File: config.mk
export PLATFORM = sky130hd
export DESIGN_NAME = buck_seq_top
export DESIGN_NICKNAME = d
export VERILOG_FILES = /design/src/buck_seq_pkg.sv /design/src/qual_if.sv /design/src/qual_timer.sv /design/src/buck_seq_top.sv
export VERILOG_INCLUDE_DIRS = /design/src
export SDC_FILE = /design/constraint.sdc
export NUM_CORES = 1
export LEC_CHECK = 0
export ABC_CLOCK_PERIOD_IN_PS = 6690
export BUFFER_PORTS_ARGS = -buffer_cell sky130_fd_sc_hd__buf_2
export CAP_MARGIN = 40
export CORE_AREA = 2 2 128 117
export CTS_CLUSTER_DIAMETER = 60
export CTS_CLUSTER_SIZE = 24
export DETAILED_ROUTE_END_ITERATION = 7
export DIE_AREA = 0 0 130 119
export GPL_TIMING_DRIVEN = 0
export PLACE_DENSITY_LB_ADDON = 0.3
export SLEW_MARGIN = 20
export SYNTH_ARGS = -nofsm -noshare
export SYNTH_HDL_FRONTEND = slang
export SYNTH_SLANG_ARGS = --single-unit
File: constraint.sdc
create_clock -name pclk -period 6.69 [get_ports pclk]
set_input_delay 0.669 -clock pclk [delete_from_list [all_inputs] [get_ports pclk]]
set_output_delay 0.669 -clock pclk [all_outputs]
set_load 0.005 [all_outputs]
File: src/buck_seq_defs.svh
`ifndef BUCK_SEQ_DEFS_SVH
`define BUCK_SEQ_DEFS_SVH

// Clock and switching timing.
`define CLK_PERIOD_NS 50
`define OSC_PERIOD_NS 500
`define NOM_PERIOD_CYC (`OSC_PERIOD_NS / `CLK_PERIOD_NS)
`define STRETCH_FACTOR 4
`define MIN_ON_NS 70
`define MIN_ON_CYC ((`MIN_ON_NS + `CLK_PERIOD_NS - 1) / `CLK_PERIOD_NS)
`define MIN_OFF_NS 120
`define MIN_OFF_CYC ((`MIN_OFF_NS + `CLK_PERIOD_NS - 1) / `CLK_PERIOD_NS)

// Output monitor filter and release delay.
`define FILTER_US 15
`define FILTER_CYC ((`FILTER_US * 1000 + `CLK_PERIOD_NS - 1) / `CLK_PERIOD_NS)
`define RELEASE_US 120
`define RELEASE_CYC ((`RELEASE_US * 1000 + `CLK_PERIOD_NS - 1) / `CLK_PERIOD_NS)

// Soft start and hiccup hold-off.
`define SS_US 500
`define SS_CYC ((`SS_US * 1000 + `CLK_PERIOD_NS - 1) / `CLK_PERIOD_NS)
`define HICCUP_MS 7
`define HICCUP_CYC ((`HICCUP_MS * 1000000 + `CLK_PERIOD_NS - 1) / `CLK_PERIOD_NS)

// Register byte addresses.
`define REG_CTRL 12'h000
`define REG_STATUS 12'h004
`define REG_PERIOD 12'h008

// Control register fields.
`define CTRL_DEMAND_LSB 0
`define CTRL_DEMAND_W 8
`define CTRL_LATCH_BIT 8
`define CTRL_RESET_DEMAND 8'h00

`endif

File: src/buck_seq_pkg.sv
package buck_seq_pkg;

  // Sequencer states, Gray coded along off, soft, run, hiccup.
  typedef enum logic [2:0] {
    ST_OFF = 3'h0,
    ST_SOFT = 3'h1,
    ST_RUN = 3'h3,
    ST_HICCUP = 3'h2,
    ST_LATCH = 3'h6
  } seq_state_t;

endpackage : buck_seq_pkg

File: src/qual_if.sv
`timescale 1ns/1ps
interface qual_if;
  logic raw;
  logic det;
  modport timer (input raw, output det);
  modport user (output raw, input det);
endinterface : qual_if

File: src/qual_timer.sv
`timescale 1ns/1ps
`include "buck_seq_defs.svh"
module qual_timer #(
  parameter int DETECT_CYC = `FILTER_CYC,
  parameter int RELEASE_CYC = `RELEASE_CYC
) (
  input wire logic pclk,
  input wire logic presetn,
  qual_if.timer q
);
  localparam int CW = $clog2(DETECT_CYC + RELEASE_CYC + 1);
  localparam logic [CW-1:0] DET_LAST = CW'(DETECT_CYC - 1);
  localparam logic [CW-1:0] REL_LAST = CW'(RELEASE_CYC - 1);

  logic [CW-1:0] cnt;

  // The flag follows the raw level only after it has held unbroken for
  // the whole interval; any glitch back restarts the count.
  // restartable interval counter
  always_ff @(posedge pclk or negedge presetn) begin
    if (!presetn) begin
      cnt <= '0;
      q.det <= 1'b0;
    end else if (q.raw == q.det) begin
      cnt <= '0;
    end else if (cnt == (q.det ? REL_LAST : DET_LAST)) begin
      cnt <= '0;
      q.det <= q.raw;
    end else begin
      cnt <= cnt + CW'(1);
    end
  end
endmodule : qual_timer

File: src/buck_seq_top.sv
// Our own choices: the register offsets and the APB interface to the registers.
`timescale 1ns/1ps
`include "buck_seq_defs.svh"
module buck_seq_top #(
  parameter int NOM_PERIOD = `NOM_PERIOD_CYC,
  parameter int SS_CYCLES = `SS_CYC,
  parameter int HICCUP_CYCLES = `HICCUP_CYC,
  parameter int FILTER_CYCLES = `FILTER_CYC,
  parameter int RELEASE_CYCLES = `RELEASE_CYC
) (
  input wire logic pclk,
  input wire logic presetn,
  input wire logic [11:0] paddr,
  input wire logic psel,
  input wire logic penable,
  input wire logic pwrite,
  input wire logic [31:0] pwdata,
  input wire logic [3:0] pstrb,
  output logic [31:0] prdata,
  output logic pready,
  output logic pslverr,
  input wire logic supply_low_lockout,
  input wire logic input_high_lockout,
  input wire logic enable_high,
  input wire logic thermal_shutdown,
  input wire logic output_over_detect,
  input wire logic output_under_detect,
  input wire logic current_limit,
  output logic high_side_on,
  output logic low_side_on,
  input wire logic output_ok_flag_in,
  output logic output_ok_flag_out,
  output logic output_ok_flag_oe_n
);
  localparam int PW = 8;
  localparam int NSYNC = 8;
  localparam int SCW = $clog2(SS_CYCLES + 1);
  localparam int HCW = $clog2(HICCUP_CYCLES + 1);
  localparam logic [PW-1:0] NOM = PW'(NOM_PERIOD);
  localparam logic [PW-1:0] STRETCH_MAX = PW'((`STRETCH_FACTOR - 1) * NOM_PERIOD);
  localparam logic [PW-1:0] MIN_ON = PW'(`MIN_ON_CYC);
  localparam logic [PW-1:0] MIN_OFF = PW'(`MIN_OFF_CYC);
  localparam logic [SCW-1:0] SS_LAST = SCW'(SS_CYCLES - 1);
  localparam logic [HCW-1:0] HIC_LAST = HCW'(HICCUP_CYCLES - 1);
  // Positions inside the synchroniser bundle.
  localparam int I_SUPPLY = 0;
  localparam int I_INPUT = 1;
  localparam int I_ENABLE = 2;
  localparam int I_THERMAL = 3;
  localparam int I_OVER = 4;
  localparam int I_UNDER = 5;
  localparam int I_LIMIT = 6;
  localparam int I_PGPIN = 7;

  logic [NSYNC-1:0] pin_raw;
  logic [NSYNC-1:0] sync1;
  logic [NSYNC-1:0] sync2;
  logic supply_low_s;
  logic input_high_s;
  logic enable_s;
  logic thermal_s;
  logic over_s;
  logic limit_s;
  logic stop_all;
  logic fault_trip;
  logic switching;
  buck_seq_pkg::seq_state_t state;
  logic [SCW-1:0] ss_cnt;
  logic [HCW-1:0] hic_cnt;
  logic [PW-1:0] demand;
  logic latch_mode;
  logic [PW-1:0] ramp;
  logic [PW-1:0] eff_demand;
  logic [PW-1:0] stretch;
  logic [PW-1:0] cur_period;
  logic [PW-1:0] max_on;
  logic [PW-1:0] on_len;
  logic off_cut;
  logic [PW-1:0] pcnt;
  logic [PW-1:0] cyc_on;
  logic [PW-1:0] cur_on;
  logic period_end;
  logic power_fault;
  logic setup_phase;
  logic wr_access;
  logic addr_ok;
  logic [31:0] next_rdata;

  qual_if over_q ();
  qual_if under_q ();

  // Every comparator flag and the sensed power-good pin are asynchronous
  // to the oscillator, so each passes two flops before use.
  assign pin_raw = {output_ok_flag_in, current_limit, output_under_detect,
                    output_over_detect, thermal_shutdown, enable_high,
                    input_high_lockout, supply_low_lockout};
  genvar g;
  generate
    for (g = 0; g < NSYNC; g = g + 1) begin : g_sync
      always_ff @(posedge pclk or negedge presetn) begin
        if (!presetn) begin
          sync1[g] <= 1'b0;
          sync2[g] <= 1'b0;
        end else begin
          sync1[g] <= pin_raw[g];
          sync2[g] <= sync1[g];
        end
      end
    end
  endgenerate

  assign supply_low_s = sync2[I_SUPPLY];
  assign input_high_s = sync2[I_INPUT];
  assign enable_s = sync2[I_ENABLE];
  assign thermal_s = sync2[I_THERMAL];
  assign over_s = sync2[I_OVER];
  assign limit_s = sync2[I_LIMIT];

  // Output monitors: filtered detection with a longer release delay.
  // detection filters
  assign over_q.raw = over_s;
  assign under_q.raw = sync2[I_UNDER];

  qual_timer #(
    .DETECT_CYC(FILTER_CYCLES),
    .RELEASE_CYC(RELEASE_CYCLES)
  ) u_over (
    .pclk(pclk),
    .presetn(presetn),
    .q(over_q.timer)
  );

  qual_timer #(
    .DETECT_CYC(FILTER_CYCLES),
    .RELEASE_CYC(RELEASE_CYCLES)
  ) u_under (
    .pclk(pclk),
    .presetn(presetn),
    .q(under_q.timer)
  );

  // Any of these stops switching; only supply-low lockout or enable low clears a
  // latched trip, and leaving off always goes through soft start.
  // stop conditions
  assign stop_all = supply_low_s | input_high_s | ~enable_s | thermal_s;
  assign fault_trip = under_q.det & limit_s;

  // Main sequencer.
  always_ff @(posedge pclk or negedge presetn) begin
    if (!presetn) begin
      state <= buck_seq_pkg::ST_OFF;
    end else if (supply_low_s || !enable_s) begin
      state <= buck_seq_pkg::ST_OFF;
    end else if (stop_all && state != buck_seq_pkg::ST_LATCH) begin
      // Input overvoltage and heat stop switching but keep a latched trip.
      state <= buck_seq_pkg::ST_OFF;
    end else begin
      case (state)
        buck_seq_pkg::ST_OFF: begin
          state <= buck_seq_pkg::ST_SOFT;
        end
        buck_seq_pkg::ST_SOFT: begin
          if (fault_trip) begin
            state <= latch_mode ? buck_seq_pkg::ST_LATCH : buck_seq_pkg::ST_HICCUP;
          end else if (ss_cnt == SS_LAST) begin
            state <= buck_seq_pkg::ST_RUN;
          end
        end
        buck_seq_pkg::ST_RUN: begin
          if (fault_trip) begin
            state <= latch_mode ? buck_seq_pkg::ST_LATCH : buck_seq_pkg::ST_HICCUP;
          end
        end
        buck_seq_pkg::ST_HICCUP: begin
          if (hic_cnt == HIC_LAST) begin
            state <= buck_seq_pkg::ST_SOFT;
          end
        end
        buck_seq_pkg::ST_LATCH: begin
          state <= buck_seq_pkg::ST_LATCH;
        end
        default: begin
          state <= buck_seq_pkg::ST_OFF;
        end
      endcase
    end
  end

  // Soft-start timer runs only in the soft state.
  // internal soft-start length
  always_ff @(posedge pclk or negedge presetn) begin
    if (!presetn) begin
      ss_cnt <= '0;
    end else if (state == buck_seq_pkg::ST_SOFT && ss_cnt != SS_LAST) begin
      ss_cnt <= ss_cnt + SCW'(1);
    end else if (state != buck_seq_pkg::ST_SOFT) begin
      ss_cnt <= '0;
    end
  end

  // Hiccup hold-off timer.
  always_ff @(posedge pclk or negedge presetn) begin
    if (!presetn) begin
      hic_cnt <= '0;
    end else if (state == buck_seq_pkg::ST_HICCUP) begin
      hic_cnt <= hic_cnt + HCW'(1);
    end else begin
      hic_cnt <= '0;
    end
  end

  // Switching pauses on raw overvoltage but the sequencer keeps running.
  // overvoltage pause
  assign switching = (state == buck_seq_pkg::ST_SOFT || state == buck_seq_pkg::ST_RUN)
                     & ~over_s;

  // During soft start the on-time demand ramps by one cycle per period,
  // which bounds inrush without a separate reference DAC.
  always_ff @(posedge pclk or negedge presetn) begin
    if (!presetn) begin
      ramp <= '0;
    end else if (state != buck_seq_pkg::ST_SOFT && state != buck_seq_pkg::ST_RUN) begin
      ramp <= '0;
    end else if (period_end && ramp < demand) begin
      ramp <= ramp + PW'(1);
    end
  end
  assign eff_demand = (state == buck_seq_pkg::ST_SOFT && ramp < demand) ? ramp : demand;

  // Pulse width for the coming period.
  // minimum off-time cap
  assign cur_period = NOM + stretch;
  assign max_on = cur_period - MIN_OFF;
  assign off_cut = eff_demand >= max_on;
  assign on_len = (eff_demand < MIN_ON) ? '0 : (off_cut ? max_on : eff_demand);

  // Period counter restarts whenever switching is halted.
  // stretchable period timebase
  assign period_end = (pcnt == cur_period - PW'(1));
  always_ff @(posedge pclk or negedge presetn) begin
    if (!presetn) begin
      pcnt <= '0;
    end else if (!switching || period_end) begin
      pcnt <= '0;
    end else begin
      pcnt <= pcnt + PW'(1);
    end
  end

  // Width is frozen at period start so a demand write mid-period cannot
  // shorten a pulse below the minimum.
  always_ff @(posedge pclk or negedge presetn) begin
    if (!presetn) begin
      cyc_on <= '0;
    end else if (pcnt == '0) begin
      cyc_on <= on_len;
    end
  end
  assign cur_on = (pcnt == '0) ? on_len : cyc_on;

  // Duty-over: each period with the off-time cut adds one cycle, else one
  // cycle is removed, so the period moves linearly between 1x and 4x.
  // period stretching
  always_ff @(posedge pclk or negedge presetn) begin
    if (!presetn) begin
      stretch <= '0;
    end else if (!switching) begin
      stretch <= '0;
    end else if (period_end) begin
      if (off_cut && stretch < STRETCH_MAX) begin
        stretch <= stretch + PW'(1);
      end else if (!off_cut && stretch != '0) begin
        stretch <= stretch - PW'(1);
      end
    end
  end

  // Complementary switch commands; both off while halted.
  // complementary drive
  always_ff @(posedge pclk or negedge presetn) begin
    if (!presetn) begin
      high_side_on <= 1'b0;
      low_side_on <= 1'b0;
    end else begin
      high_side_on <= switching && (pcnt < cur_on);
      low_side_on <= switching && !(pcnt < cur_on);
    end
  end

  // Power-good pin is held low in every non-run state or output fault.
  // power-good drive
  assign power_fault = (state != buck_seq_pkg::ST_RUN) | over_q.det | under_q.det;
  always_ff @(posedge pclk or negedge presetn) begin
    if (!presetn) begin
      output_ok_flag_oe_n <= 1'b0;
    end else begin
      output_ok_flag_oe_n <= ~power_fault;
    end
  end
  assign output_ok_flag_out = 1'b0;

  // APB slave: zero wait states, read data captured in the setup cycle.
  assign setup_phase = psel & ~penable;
  assign wr_access = psel & penable & pwrite;
  assign addr_ok = (paddr == `REG_CTRL) | (paddr == `REG_STATUS) | (paddr == `REG_PERIOD);
  assign pready = 1'b1;
  assign pslverr = psel & penable & ~addr_ok;

  // Control register, byte-lane writes.
  always_ff @(posedge pclk or negedge presetn) begin
    if (!presetn) begin
      demand <= `CTRL_RESET_DEMAND;
      latch_mode <= 1'b0;
    end else if (wr_access && paddr == `REG_CTRL) begin
      if (pstrb[0]) begin
        demand <= pwdata[`CTRL_DEMAND_LSB +: `CTRL_DEMAND_W];
      end
      if (pstrb[1]) begin
        latch_mode <= pwdata[`CTRL_LATCH_BIT];
      end
    end
  end

  // Read mux.
  always_comb begin
    next_rdata = 32'h0000_0000;
    case (paddr)
      `REG_CTRL: begin
        next_rdata[`CTRL_DEMAND_LSB +: `CTRL_DEMAND_W] = demand;
        next_rdata[`CTRL_LATCH_BIT] = latch_mode;
      end
      `REG_STATUS: begin
        next_rdata[2:0] = state;
        next_rdata[3] = high_side_on;
        next_rdata[4] = low_side_on;
        next_rdata[5] = over_q.det;
        next_rdata[6] = under_q.det;
        next_rdata[7] = sync2[I_PGPIN];
        next_rdata[8] = power_fault;
        next_rdata[9] = stretch != '0;
      end
      `REG_PERIOD: begin
        next_rdata[PW-1:0] = cur_period;
      end
      default: begin
        next_rdata = 32'h0000_0000;
      end
    endcase
  end

  always_ff @(posedge pclk or negedge presetn) begin
    if (!presetn) begin
      prdata <= 32'h0000_0000;
    end else if (setup_phase && !pwrite) begin
      prdata <= next_rdata;
    end
  end
endmodule : buck_seq_top

Word level (Yosys, flattened, before mapping)
Index checks and enable logic that the tools add are counted.
Widths: inputs -> output; s select.

word-level totals
  output and inout bits = 38
  register bits = 131
  logic and storage cells = 153

operators by class
  equal/unequal tests = 22
  add/sub/neg operators = 11
  magnitude comparators = 5
  multiplexer cells = 31
  bitwise operators = 20
  reduce and logical (&&, ||, !) cells = 31

operators by type and width
  operator               count
  $mux 8                 11
  $mux 12                6
  $mux 14                2
  $add 12x1->12 const B  2
  $add 8x1->8 const B    3
  $eq 12x12->1           2
  $pmux 8 s3             1
  $mux 3                 7
  $add 18x1->18 const B  1
  $eq 18x18->1 const B   1
  $mux 18                1
  $lt 8x8->1             2
  $sub 8x1->8 const B    2
  $pmux 3 s5             1
  $add 14x1->14 const B  1
  $eq 14x14->1 const B   1
  $ne 14x14->1 const B   1
  $eq 12x3->1 const B    1
  $eq 12x4->1 const B    1
  $logic_not 12->1       1
  $logic_and 1x1->1      11
  $reduce_and 2->1       5
  $add 4x8->8 const A    1
  $eq 8x8->1             1
  other kinds (26)       54

Longest topological paths before layout
  word-level depth = 10
  gate-level depth with buffers = 26
  depth with buffers taken out = 24

By module
Synthesis repeated with hierarchy kept, for this count alone.

unflattened totals
  cells, all modules = 789
  area total of the unflattened synthesis = 7723.7 µm²

modules (own cells, without submodules)
  module        seq. area each (µm²)  cells an instance  area each (µm²)  times used
  buck_seq_top  2627.5                657                6382.4           1
  qual_timer    325.3                 66                 670.6            2

Least setup slack after synthesis
No wires, ideal clock.

  kind = reg-to-reg
  from = reg demand[3]
  to = reg low_side_on
  setup time = 0.132 ns
  buffers on the path = 1
  slack = 1.696 ns
  required time = 6.558 ns
  arrival = 4.862 ns
  cell stages (with the launch flop) = 25
  period minus slack after synthesis = 4.994 ns
  cell sequence = dfrtp_1 inv_1 ha_1 or4_1 a21oi_1 a211o_1 nand2_1 mux2_2 ha_1 nand2_1 o21ai_0 nor2_1 or2_2 o21ai_1 clkbuf_1 a21oi_1 a22oi_1 ha_1 a21o_1 a21o_1 a21oi_1 o21ai_0 nor2_1 a31oi_1 nor2b_1

on the way
  longest elaborated chain between the ends = 10
  elaborated cells between the ends (all ways) = 11
  those cells by class = 4 x order compare; 4 x mux; 3 x reduce/logical

RTL lines
  what                    RTL line             text
  from (decl)             buck_seq_top.sv:70   logic [PW-1:0] demand;
  from (signal assigned)  buck_seq_top.sv:312  demand <= `CTRL_RESET_DEMAND;
  from (signal assigned)  buck_seq_top.sv:316  demand <= pwdata[`CTRL_DEMAND_LSB +: `CTRL_DEMAND_W];
  $lt 8x8->1              buck_seq_top.sv:228  assign eff_demand = (state == buck_seq_pkg::ST_SOFT && ramp < demand) ? ramp : demand;
  $logic_and 1x1->1       buck_seq_top.sv:228
  $mux 8 (*)              buck_seq_top.sv:228
  $ge 8x8->1              buck_seq_top.sv:234  assign off_cut = eff_demand >= max_on;
  $mux 8                  buck_seq_top.sv:235  assign on_len = (eff_demand < MIN_ON) ? '0 : (off_cut ? max_on : eff_demand);
  $mux 8 (*)              buck_seq_top.sv:235
  $mux 8 (*)              buck_seq_top.sv:259  assign cur_on = (pcnt == '0) ? on_len : cyc_on;
  $lt 8x8->1 (*)          buck_seq_top.sv:286  low_side_on <= switching && !(pcnt < cur_on);
  $logic_not 1->1 (*)     buck_seq_top.sv:286
  $logic_and 1x1->1 (*)   buck_seq_top.sv:286
  to (signal assigned)    buck_seq_top.sv:286
  to (decl)               buck_seq_top.sv:30   output logic low_side_on,

Every way passes the cells marked *; elsewhere a longest branch is shown, timed or not.
A chain may end at the register's enable or synchronous reset.

Final worst setup path
Same ends and word-level chain as after synthesis.

==> qor.yml <==
antenna_found_initial: 0
dieWidth_um: 130
tightest_slew_ns: 0.709
start_util: 0.534
track_usage: 0.236
numCtsBuffers: 17
syn_area_per_cell_um2: 9.70
drt-initial-drc-count: 453
vias: 5889
worst_path_max_delay_cell: "or4_1"
first_global_vias: 5765
synth_top_area_frac: 0.428
synthCells: 790
avgViaCountPerCell: 5.39
synthTopCellsByCount: "131 x dfrtp_1, 109 x nor2_1, 50 x xor2_1"
clkLatencyLatePin_ns: 0.43
drc: 0
crit_top_cell: "a21oi_1"
max_freq_mhz: 168
drtPass1Iterations: 6
outcome: "finished, final reports clean"
ys_seq_area_frac: 0.428
worstRegToRegCells: 24
cts_hold_buf: 0
wl_per_cell_um: 15.5
p_per_area_nw_per_um2: 210
cts_setup_buffers: 0
critPathRequiredTime_ns: 7.00
ir_worst_vdd_uv: 244
slowest_delay_ns: 0.52
drt_wl_total_um: 16900
synth.area.top_cells: "dfrtp_1 43%, ha_1 6.4%, xor2_1 5.7%"
register_area_um2: 3280
synth_edf_count: 0
crit_end: "low_side_on$_DFF_PN0_"
grt_max_degree: 100
dieHeight_um: 119
grt_first_pass_wirelength_um: 28600
cp_num_cells: 24
drive_gt1_frac: 0.169
portBuffers: 48
cap_violations: 0
numClockSinks: 131
dp_hpwl_um: 11900
endpoint_kind: "register"
path_class: "register to register"
gp_congestion: 0.891
setup_viol: 0
clk_pin_slew_worst_paths_ns: 0.07
r2r_setup_slack_ns: 0.73
final_util: 0.620
crit_buf_inv: 2
yosys_most_used_dff: "dfrtp_1"
finalCriticalPeriod_ns: 5.96
htree_num_levels: 4
power.total_mw: 1.87
yosysWarnings: 0
max_slew_margin: 0.524
final_cell_area_um2: 8890
worstSetupStartpoint: "demand[3]$_DFFE_PN0P_"
mappedNetlistArea_um2: 7660
async_flop_share: 1.00
overflow: 0
power.leakage_nw: 4.03
timing.setup.tns_ns: 0
stdcell_count: 1092
core_um2: 14300
cts_tree: "built"
critPathTopFamily: "compound AO/OA/AOI/OAI gates"
dp.cells: 1060
skew_ns: 0.0144
startpoint_type: "register"
areaGrowthSynthToFinish_pct: 16.0
clock-root-buffer: "clkbuf_16"
synth_top_area_cell: "dfrtp_1"
path_cells: "inv_1 > ha_1 > or4_1 > a21oi_1 > a211o_1 > nand2_1 > mux2_2 > ha_1 > a21oi_1 > o21ai_0 > nor2_1 > or2_2 > o21ai_1 > clkbuf_1 > a21oi_1 > a22oi_1 > ha_1 > a21o_1 > a21o_1 > a21oi_1 > o21ai_0 > nor2_1 > a31oi_1 > nor2b_1"
drv_slew: 0
synth_cell_types: 63
finalCritPeriodShare: 0.891
cts_resized: 0
fillers: 1181
critical_path_arrival_ns: 6.27
reg2reg_to: "low_side_on$_DFF_PN0_"
ioPinCount: 99
rows: 42
synth.ff_latch_count: 131
hold_class: "input pin to async pin"
dpl-instance-area_um2: 8280
r2r_start: "demand[3]$_DFFE_PN0P_"
multi_input_area_um2: 4090
cts.path.max_buffers: 2
hold_viol_final: 0
yosysMostFrequentCell: "dfrtp_1"
diodes: 0
dieArea_um2: 15500
num-nets-final: 982
worstPathMaxFanout: 10
rsz0062_at_grt: "false"
ant_nets: 0
layer usage:
layer  routed length, um  vias to the layer above  track usage
li1                    -                     2919            -
met1                7950                     2803        0.330
met2                7780                      144        0.361
met3                 807                       23       0.0571
met4                 348                        0       0.0847
met5                   0                        -            0
metrics by stage:
step | worst slack [ns] | hold slack (ns)
floorplan | 1.70 | 0.331
global placement | 0.950 | 0.335
detailed placement | 0.852 | 0.335
CTS | 0.823 | 0.0940
global route | 0.239 | 0.108
finish | 0.728 | 0.0994
state kept, by name, indices dropped and copies added, names as in the netlist, 3 cells and up:
register     flops
hic_cnt         18
ss_cnt          14
u_over.cnt      12
u_under.cnt     12
prdata          10
cyc_on           8
demand           8
pcnt             8
ramp             8
stretch          8
sync1            8
state            3
layout make-up:
class / instances / share of cell area
buffer: 52 / 0.0328
clock inverter: 15 / 0.0211
tap: 198 / 0.0279
timing repair buffer: 50 / 0.0318
clock buffer: 17 / 0.0479
sequential: 131 / 0.369
multi-input combinational: 605 / 0.460
inverter: 24 / 0.0101
power breakdown:
group	internal, mW	switching (mW)
sequential	0.808	0.0122
clock	0.566	0.403
combinational	0.0365	0.0453
how the worst min path moves through the flow:
stage,end,cells after the start,start
floorplan,enable_s$_DFF_PN0_,0,sync1[2]$_DFF_PN0_
global placement,supply_low_s$_DFF_PN0_,0,sync1[0]$_DFF_PN0_
detailed placement,supply_low_s$_DFF_PN0_,0,sync1[0]$_DFF_PN0_
CTS,high_side_on$_DFF_PN0_,1,presetn
global route,ss_cnt[6]$_DFFE_PN0P_,1,presetn
finish,ss_cnt[6]$_DFFE_PN0P_,1,presetn
kinds of logic (layout without fill, tap and decap cells):
| kind of cell | Yosys count | after routing | share of synthesized area |
|---|---|---|---|
| buffers and inverters | 76 | 158 | 0.0498 |
| DFF | 131 | 131 | 0.428 |
| and+or+nand+nor | 296 | 296 | 0.192 |
| xor gates and xnor gates | 86 | 86 | 0.100 |
| adders and majority gates | 40 | 40 | 0.0663 |
| muxes | 34 | 34 | 0.0472 |
| other | 2 | 24 | 0.000980 |
| AOI/OAI and AO/OA | 125 | 125 | 0.115 |
cell usage in the layout (no fill, tap or decap), types with 31 or more instances in the layout:
cell / n
nand3_1: 31
xor2_1: 50
dfrtp_1: 131
nand2_1: 44
xnor2_1: 35
a21oi_1: 34
buf_2: 53
ha_1: 39
nor2_1: 109
Power figures use the tool's default switching activity.
